**src/verilog/timer_defines.svh**
```systemverilog
// register map, field positions and timing constants of the timer block
// Notes on behaviour
// RL1: masked write updates only strobed running bits
// RL2: bits 7..4 show timers four..one counting
// RL3: setting running starts, clearing stops timer
// RL4: halt on receive stops after four bits
// RL5: trimming modes ignore halt on receive
// RL6: mode 00 manual, 01 starts after transmit
// RL7: modes 10/11 trimming, rising edge start/stop
// RL8: reload on zero restarts, else stops
// RL9: underflow sets interrupt request flag
// RL10: source 00 13.56 MHz, 01 211.875 kHz
// RL11: source 10 third, 11 second underflow
// RL12: every start loads sixteen bit reload
// RL13: reload writes wait for next start
// RL14: software avoids count reads during reception
// RL15: count low byte readable at 13h
// RL16: counter decrements one per selected tick
// RL17: strobes and reserved bits read zero
`ifndef TIMER_DEFINES_SVH
`define TIMER_DEFINES_SVH

`define ADDR_W 8
`define DATA_W 32
`define REG_W 8
// register indices; byte address is four times the index
`define IDX_RUN_CONTROL 8'h0e
`define IDX_ZERO_CONFIG 8'h0f
`define IDX_RELOAD_HIGH 8'h10
`define IDX_RELOAD_LOW 8'h11
`define IDX_COUNT_HIGH 8'h12
`define IDX_COUNT_LOW 8'h13
`define IDX_IRQ_STATUS 8'h20
`define IDX_IRQ_MASK 8'h21
`define ADDR_LSB 2
// field positions
`define RUN_ACTIVE_LSB 4
`define NUM_TIMERS 4
`define CFG_VALID_MASK 8'hbb
`define IRQ_BITS 2
`define IRQ_UNDERFLOW 0
`define IRQ_RX_HALT 1
`define RESET_BYTE 8'h00
`define RESET_COUNT 16'h0000
// timing: tick rates in kHz, derived by phase accumulator
`define SYS_CLK_KHZ 250000
`define CARRIER_KHZ 13560
`define ACC_W 18
`define SLOW_DIV 64
`define SLOW_DIV_W 6

`endif

```
**src/verilog/timer_pkg.sv**
```systemverilog
// types shared by the timer block
package timer_pkg;

	typedef enum logic [1:0] {
		START_MANUAL,
		START_TX_END,
		START_TRIM,
		START_TRIM_WRAP
	} start_mode_t;

	typedef enum logic [1:0] {
		SRC_CARRIER,
		SRC_CARRIER_DIV,
		SRC_THIRD_UNDERFLOW,
		SRC_SECOND_UNDERFLOW
	} tick_src_t;

	typedef struct packed {
		logic halt_on_receive;
		logic rsv6;
		start_mode_t auto_start_mode;
		logic reload_on_zero;
		logic rsv2;
		tick_src_t tick_source_select;
	} zero_config_t;

	typedef struct packed {
		logic psel;
		logic penable;
		logic pwrite;
		logic [7:0] paddr;
		logic [31:0] pwdata;
	} apb_req_t;

	typedef struct packed {
		logic tx_end;
		logic rx_four_bits;
		logic second_underflow;
		logic third_underflow;
	} link_events_t;

endpackage
```
**src/verilog/reader_timer.sv**
```systemverilog
// first reader timer with shared run control, behind an apb slave
//
// Chosen here: the APB slave port.
`timescale 1ns/1ps
`include "timer_defines.svh"

module reader_timer
(
	input wire logic clk_sys,
	input wire logic rst_n,
	input wire timer_pkg::apb_req_t apb_req,
	output logic pready,
	output logic pslverr,
	output logic [31:0] prdata,
	input wire timer_pkg::link_events_t events,
	input wire logic [2:0] other_timer_halted,
	input wire logic slow_oscillator,
	output logic [2:0] other_timer_active,
	output logic first_timer_active,
	output logic first_timer_underflow,
	output logic irq
);
	import timer_pkg::*;

	logic [`REG_W-1:0] index;
	logic mapped;
	logic wr_en;
	logic rd_en;
	logic [`NUM_TIMERS-1:0] active_q;
	logic [`NUM_TIMERS-1:0] active_d;
	zero_config_t config_q;
	logic [`REG_W-1:0] reload_high_q;
	logic [`REG_W-1:0] reload_low_q;
	logic [15:0] count_q;
	logic [15:0] count_d;
	logic [`IRQ_BITS-1:0] irq_status_q;
	logic [`IRQ_BITS-1:0] irq_mask_q;
	logic [`IRQ_BITS-1:0] irq_event;
	logic [`ACC_W-1:0] acc_q;
	logic carrier_tick;
	logic [`SLOW_DIV_W-1:0] div_q;
	logic slow_tick;
	logic tick;
	logic osc_meta_q;
	logic osc_sync_q;
	logic osc_prev_q;
	logic osc_rise;
	logic trim_mode;
	logic wrap_allowed;
	logic start_evt;
	logic stop_evt;
	logic underflow;
	logic rx_halt;
	logic write_run;
	logic [`REG_W-1:0] wbyte;
	logic [`REG_W-1:0] rdata_d;
	logic [31:0] prdata_q;

	// register index from an aligned word address
	function automatic logic [`REG_W-1:0] word_index(
		input logic [`ADDR_W-1:0] addr);
		word_index = {{`ADDR_LSB{1'b0}}, addr[`ADDR_W-1:`ADDR_LSB]};
	endfunction

	// strobed bits take the written value, others keep theirs
	function automatic logic [`NUM_TIMERS-1:0] masked_update(
		input logic [`NUM_TIMERS-1:0] cur,
		input logic [`REG_W-1:0] wdata);
		logic [`NUM_TIMERS-1:0] strobe;
		logic [`NUM_TIMERS-1:0] value;
		strobe = wdata[`NUM_TIMERS-1:0];
		value = wdata[`REG_W-1:`RUN_ACTIVE_LSB];
		masked_update = (cur & ~strobe) | (value & strobe);
	endfunction

	assign index = word_index(apb_req.paddr);
	assign wbyte = apb_req.pwdata[`REG_W-1:0];

	always_comb
	begin
		case (index)
			`IDX_RUN_CONTROL, `IDX_ZERO_CONFIG, `IDX_RELOAD_HIGH,
			`IDX_RELOAD_LOW, `IDX_COUNT_HIGH, `IDX_COUNT_LOW,
			`IDX_IRQ_STATUS, `IDX_IRQ_MASK:
				mapped = 1'b1;
			default:
				mapped = 1'b0;
		endcase
	end

	// zero wait state slave; misaligned or unknown addresses error
	assign pready = 1'b1;
	assign pslverr = apb_req.psel & apb_req.penable &
		(~mapped | (apb_req.paddr[`ADDR_LSB-1:0] != 2'b00));
	assign wr_en = apb_req.psel & apb_req.penable & apb_req.pwrite &
		~pslverr;
	assign rd_en = apb_req.psel & apb_req.penable & ~apb_req.pwrite &
		~pslverr;
	assign write_run = wr_en && index == `IDX_RUN_CONTROL;

	// 13.56 MHz enable by fractional accumulation of the system clock
	always_ff @(posedge clk_sys or negedge rst_n)
	begin
		if (!rst_n)
			acc_q <= '0;
		else if (acc_q >= `ACC_W'(`SYS_CLK_KHZ - `CARRIER_KHZ))
			acc_q <= acc_q - `ACC_W'(`SYS_CLK_KHZ - `CARRIER_KHZ);
		else
			acc_q <= acc_q + `ACC_W'(`CARRIER_KHZ);
	end
	assign carrier_tick = acc_q >= `ACC_W'(`SYS_CLK_KHZ - `CARRIER_KHZ);

	// 211.875 kHz is the carrier divided by 64
	always_ff @(posedge clk_sys or negedge rst_n)
	begin
		if (!rst_n)
			div_q <= '0;
		else if (carrier_tick)
			div_q <= div_q + `SLOW_DIV_W'(1);
	end
	assign slow_tick = carrier_tick &&
		div_q == `SLOW_DIV_W'(`SLOW_DIV - 1);

	always_comb
	begin
		case (config_q.tick_source_select)
			SRC_CARRIER: tick = carrier_tick; // RL10
			SRC_CARRIER_DIV: tick = slow_tick; // RL10
			SRC_THIRD_UNDERFLOW: tick = events.third_underflow; // RL11
			SRC_SECOND_UNDERFLOW: tick = events.second_underflow; // RL11
			default: tick = 1'b0;
		endcase
	end

	// oscillator pin is asynchronous: two stages before edge detect
	always_ff @(posedge clk_sys or negedge rst_n)
	begin
		if (!rst_n)
		begin
			osc_meta_q <= 1'b0;
			osc_sync_q <= 1'b0;
			osc_prev_q <= 1'b0;
		end
		else
		begin
			osc_meta_q <= slow_oscillator;
			osc_sync_q <= osc_meta_q;
			osc_prev_q <= osc_sync_q;
		end
	end
	assign osc_rise = osc_sync_q & ~osc_prev_q;

	assign trim_mode = config_q.auto_start_mode == START_TRIM ||
		config_q.auto_start_mode == START_TRIM_WRAP; // RL7
	// trimming without underflow parks at zero instead of wrapping
	assign wrap_allowed = config_q.auto_start_mode != START_TRIM; // RL7

	assign underflow = active_q[0] && tick && count_q == 16'h0000 &&
		wrap_allowed; // RL9
	assign rx_halt = events.rx_four_bits && config_q.halt_on_receive &&
		!trim_mode && active_q[0]; // RL4 RL5

	// hardware start and stop requests for the first timer
	always_comb
	begin
		start_evt = 1'b0;
		stop_evt = 1'b0;
		case (config_q.auto_start_mode)
			START_MANUAL:
				start_evt = 1'b0; // RL6
			START_TX_END:
				start_evt = events.tx_end && !active_q[0]; // RL6
			START_TRIM, START_TRIM_WRAP:
			begin
				start_evt = osc_rise && !active_q[0]; // RL7
				stop_evt = osc_rise && active_q[0]; // RL7
			end
			default:
				start_evt = 1'b0;
		endcase
		if (rx_halt)
			stop_evt = 1'b1; // RL4
		if (underflow && !config_q.reload_on_zero)
			stop_evt = 1'b1; // RL8
	end

	// software strobes win over hardware events in the same cycle
	always_comb
	begin
		active_d = active_q;
		active_d[`NUM_TIMERS-1:1] = active_q[`NUM_TIMERS-1:1] &
			~other_timer_halted;
		if (start_evt)
			active_d[0] = 1'b1;
		else if (stop_evt)
			active_d[0] = 1'b0;
		if (write_run)
			active_d = masked_update(active_d, wbyte); // RL1 RL3
	end

	always_ff @(posedge clk_sys or negedge rst_n)
	begin
		if (!rst_n)
			active_q <= '0;
		else
			active_q <= active_d; // RL2
	end

	always_ff @(posedge clk_sys or negedge rst_n)
	begin
		if (!rst_n)
		begin
			config_q <= zero_config_t'(`RESET_BYTE);
			reload_high_q <= `RESET_BYTE;
			reload_low_q <= `RESET_BYTE;
		end
		else if (wr_en)
		begin
			case (index)
				`IDX_ZERO_CONFIG:
					config_q <= zero_config_t'(wbyte & `CFG_VALID_MASK); // RL17
				`IDX_RELOAD_HIGH:
					reload_high_q <= wbyte; // RL13
				`IDX_RELOAD_LOW:
					reload_low_q <= wbyte; // RL13
				default:
					reload_low_q <= reload_low_q;
			endcase
		end
	end

	// counter: reload on a start or on underflow with reload on zero, never on a reload write
	always_comb
	begin
		count_d = count_q;
		if ((write_run && wbyte[0] && wbyte[`RUN_ACTIVE_LSB]) ||
			start_evt)
			count_d = {reload_high_q, reload_low_q}; // RL3 RL12
		else if (active_q[0] && tick && !rx_halt)
		begin
			if (count_q != 16'h0000)
				count_d = count_q - 16'h0001; // RL16
			else if (underflow && config_q.reload_on_zero)
				count_d = {reload_high_q, reload_low_q}; // RL8
		end
	end

	always_ff @(posedge clk_sys or negedge rst_n)
	begin
		if (!rst_n)
			count_q <= `RESET_COUNT;
		else
			count_q <= count_d;
	end

	assign irq_event[`IRQ_UNDERFLOW] = underflow; // RL9
	assign irq_event[`IRQ_RX_HALT] = rx_halt;

	// sticky flags, write one to clear; a new event beats the clear
	always_ff @(posedge clk_sys or negedge rst_n)
	begin
		if (!rst_n)
			irq_status_q <= '0;
		else if (wr_en && index == `IDX_IRQ_STATUS)
			irq_status_q <= (irq_status_q & ~wbyte[`IRQ_BITS-1:0]) |
				irq_event;
		else
			irq_status_q <= irq_status_q | irq_event;
	end

	always_ff @(posedge clk_sys or negedge rst_n)
	begin
		if (!rst_n)
			irq_mask_q <= '0;
		else if (wr_en && index == `IDX_IRQ_MASK)
			irq_mask_q <= wbyte[`IRQ_BITS-1:0];
	end

	always_ff @(posedge clk_sys or negedge rst_n)
	begin
		if (!rst_n)
			irq <= 1'b0;
		else
			irq <= |(irq_status_q & irq_mask_q);
	end

	always_ff @(posedge clk_sys or negedge rst_n)
	begin
		if (!rst_n)
			first_timer_underflow <= 1'b0;
		else
			first_timer_underflow <= underflow;
	end

	always_comb
	begin
		case (index)
			`IDX_RUN_CONTROL:
				rdata_d = {active_q, {`NUM_TIMERS{1'b0}}}; // RL2 RL17
			`IDX_ZERO_CONFIG:
				rdata_d = config_q;
			`IDX_RELOAD_HIGH:
				rdata_d = reload_high_q;
			`IDX_RELOAD_LOW:
				rdata_d = reload_low_q;
			`IDX_COUNT_HIGH:
				rdata_d = count_q[15:8];
			`IDX_COUNT_LOW:
				rdata_d = count_q[7:0]; // RL15
			`IDX_IRQ_STATUS:
				rdata_d = {{(`REG_W-`IRQ_BITS){1'b0}}, irq_status_q};
			`IDX_IRQ_MASK:
				rdata_d = {{(`REG_W-`IRQ_BITS){1'b0}}, irq_mask_q};
			default:
				rdata_d = `RESET_BYTE;
		endcase
	end

	// read data captured at setup so it is a flop in the access phase
	always_ff @(posedge clk_sys or negedge rst_n)
	begin
		if (!rst_n)
			prdata_q <= '0;
		else if (apb_req.psel && !apb_req.penable && !apb_req.pwrite)
			prdata_q <= {{(`DATA_W-`REG_W){1'b0}}, rdata_d};
	end
	assign prdata = rd_en ? prdata_q : '0;

	assign first_timer_active = active_q[0];
	assign other_timer_active = active_q[`NUM_TIMERS-1:1];

endmodule

```
**config.mk**
```make
export PLATFORM = sky130hd
export DESIGN_NAME = reader_timer
export DESIGN_NICKNAME = d
export VERILOG_FILES = /design/src/verilog/timer_pkg.sv /design/src/verilog/reader_timer.sv
export VERILOG_INCLUDE_DIRS = /design/src /design/src/verilog
export SDC_FILE = /design/constraint.sdc
export NUM_CORES = 1
export LEC_CHECK = 0
export ABC_AREA = 1
export BUFFER_PORTS_ARGS = -buffer_cell sky130_fd_sc_hd__buf_2
export CAP_MARGIN = 20
export CORE_UTILIZATION = 30
export CTS_BUF_LIST = sky130_fd_sc_hd__clkbuf_2
export CTS_CLUSTER_SIZE = 8
export DETAILED_ROUTE_END_ITERATION = 8
export PLACE_DENSITY_LB_ADDON = 0.08
export SYNTH_ARGS = -nofsm -noshare
export SYNTH_HDL_FRONTEND = slang
export SYNTH_SLANG_ARGS = --single-unit
```
**constraint.sdc**
```tcl
create_clock -name clk_sys -period 2.3 [get_ports clk_sys]
set_clock_uncertainty 0.1 [all_clocks]
set_input_delay 0 -clock clk_sys [delete_from_list [all_inputs] [get_ports clk_sys]]
set_output_delay 0 -clock clk_sys [all_outputs]
set_load 0.02 [all_outputs]
```
==> reports/results.ini <==
[timing]
finalSetupViolCount=0
fin_tns_setup_ns=0
fin_crit_sh_pct=95.6
period_needed_ns=2.20
fmax_mhz=455
setup_ws_ns=0.100
rsz0062_at_grt=true
hold_violations=0
slew_violations=0

[floorplanning]
start_util_pct=30.8
num_rows=47
dieArea_mm2=0.0176
die_y_um=132
die_w_um=132
num_io_pins=93
core-area_mm2=0.0166

[power_and_ir_drop]
power_density_mw_per_mm2=683
leakagePower_nw=3.13
ir_worst_vdd_mv=0.265

[yosys]
yosysSeqAreaShare_pct=39.2
synthCells=682
syn_area_mm2=0.00511
ys.flop_type=dfrtp_1
synthArstFlopShare_pct=100
avgSynthCellArea_um2=7.49
synth-edff-count=0
synth-seq-cells=80
synth-warning-count=0
synth_cell_types=48

[worst_setup_path]
path_class=input port to flop
path_max_fanout=12
worstSetupStartpointType=input port
reg2reg_slack_ns=0.10
critPathCaptureType=flop
critPathArrivalTime_ns=2.70
cp.required_ns=2.80

[layout]
layout_commonest_cell=nand2_1
syn2layout_area_growth_pct=26.8
finalNetCount=855
layout_common_cells=nand2_1, inv_1, dfrtp_1
fillCellCount=1749
drive_gt1_share_pct=18.8

[place]
place.port_buffers=43
gp_congestion=0.903
preCtsSetupSlack_ns=0.0843
hpwl_um=11100

[global_routing]
grt_pass1_wl_um=24300
globalRoute.totalOverflow=0
antenna_found_initial=2
grt_usage_pct=18.1
grt_pass1_vias=4594
grt_max_degree=42

[routing]
ant_nets=0
drt_wl_total_um=15700
drtIter0Drc=359
viasPerCell=4.68
vias=4792
drc_errors=0
avgRoutedWirePerCell_um=15.4
first_pass_iters=5

[clocking]
cts_buffers=9
cts_max_level=3
clk_pin_slew_ns=0.26
clockBufferDepth=2
cts.sinks=80
clock_latency_ns=0.63
root_buffer=clkbuf_2
cts_tree=built

[run_status]
status=complete, no violations

[run]
cap_violations=0

[hold_path]
hp-class=input port to flop

[layout make-up]
cell class	instances	area, µm²	area share [%]
multi-input cells	493	2680	41.4
flip-flops and latches	80	2010	31.0
repair buffers	122	972	15.0
inverters	92	348	5.37
well taps	220	275	4.25
clock inverters	5	129	1.99
clock buffers	11	55.1	0.850
diodes	2	5.00	0.0773
[path summary, 6_finish.rpt]
path	start	to	depth (start not counted)
max reg2reg	count_q[0]$_DFFE_PN0P_	count_q[11]$_DFFE_PN0P_	14
max in group asynchronous	rst_n	count_q[2]$_DFFE_PN0P_	4
min in group asynchronous	rst_n	config_q[0]$_DFFE_PN0P_	4
max	apb_req[35]	config_q[3]$_DFFE_PN0P_	12
min reg2reg	osc_meta_q$_DFF_PN0_	osc_sync_q$_DFF_PN0_	0
min	apb_req[37]	irq_status_q[0]$_DFF_PN0_	7
[report_power, final]
group,internal (W),leakage (nW),switching [W]
combinational,0.000603,2.12,0.000951
sequential,0.00156,0.907,0.000178
clock,0.000588,0.106,0.000541
total,0.00275,3.13,0.00167
[flip-flops by register name, summed over array words and instances, names as in the netlist]
name,cells
acc_q,15
osc_sync_q,1
active_q,4
first_timer_underflow,1
irq,1
osc_prev_q,1
reload_low_q,8
count_q,16
prdata_q,8
config_q,6
osc_meta_q,1
reload_high_q,8
div_q,6
irq_mask_q,2
irq_status_q,2
[through the flow]
step	power, W	hold slack, ns	std cells	util (%)	instance area, µm²
global route	0.00473	0.0408	1024	39.0	6470
global placement	0.00315	-0.0528	944	33.4	5530
finish	0.00442	0.0100	1025	39.1	6480
CTS	0.00433	0.000364	1011	37.7	6250
floorplan	0.00270	-0.396	705	-	5190
detailed placement	0.00313	-0.0528	944	33.4	5530
[routing by layer]
layer / routed length [µm] / track usage [%] / part of all wire, %
met5: 13 / 0 / 0.083
met4: 260 / 6.45 / 1.7
met3: 629 / 3.56 / 4.0
met2: 7660 / 29.8 / 49
met1: 7180 / 23.7 / 46
[what timing repair did]
item | CTS | global route
setup buffers | 0 | 9
setup endpoints to repair | 0 | 25
hold buffers | 51 | 0
endpoints found under the hold margin | 129 | 0
resized for setup | 0 | 36
[Yosys cell counts (2+ instances only)]
| master | instances | share of area, % |
|---|---|---|
| a21oi_1 | 4 | 0.39 |
| buf_1 | 2 | 0.15 |
| buf_2 | 5 | 0.49 |
| buf_4 | 27 | 4.0 |
| buf_6 | 3 | 0.66 |
| clkbuf_1 | 5 | 0.37 |
| conb_1 | 2 | 0.15 |
| dfrtp_1 | 80 | 39 |
| ha_1 | 4 | 0.98 |
| inv_1 | 86 | 6.3 |
| inv_2 | 5 | 0.37 |
| mux2_2 | 3 | 0.66 |
| nand2_1 | 167 | 12 |
| nand2_2 | 4 | 0.49 |
| nand2_4 | 2 | 0.44 |
| nand3_1 | 50 | 4.9 |
| nand3_2 | 7 | 1.4 |
| nand3_4 | 2 | 0.69 |
| nand3b_1 | 4 | 0.59 |
| nand4_1 | 9 | 1.1 |
| nor2_1 | 56 | 4.1 |
| nor2_2 | 3 | 0.37 |
| nor2_4 | 3 | 0.66 |
| nor3_1 | 9 | 0.88 |
| o2111ai_1 | 2 | 0.34 |
| o211ai_1 | 2 | 0.29 |
| o21ai_0 | 67 | 6.6 |
| o221ai_1 | 6 | 1.0 |
| o22ai_1 | 13 | 1.6 |
| o31ai_1 | 4 | 0.59 |
| xnor2_1 | 6 | 1.0 |
| xor2_1 | 24 | 4.1 |
[critical path, stage by stage]
cell and delay, ns:
dlygate4sd3_1 0.52, buf_2 0.14, inv_2 0.07, nor2_1 0.14, buf_4 0.15, nand2_2 0.11, nor2_1 0.13, buf_4 0.18
nand2_1 0.07, dlygate4sd3_1 0.56, o21ai_0 0.08, dlygate4sd3_1 0.56
[cells by family (layout without fill, tap and decap cells)]
logic type | Yosys count | after routing | synth area share [%]
xor gates and xnor gates | 30 | 30 | 5.14
buffers and inverters | 135 | 230 | 12.8
AOI/OAI and AO/OA | 106 | 106 | 12.1
adders and majority gates | 4 | 4 | 0.980
DFF | 80 | 80 | 39.2
muxes | 4 | 4 | 0.857
and+or+nand+nor | 321 | 324 | 28.8
other | 2 | 27 | 0.147
(Power assumes the default switching activity.)
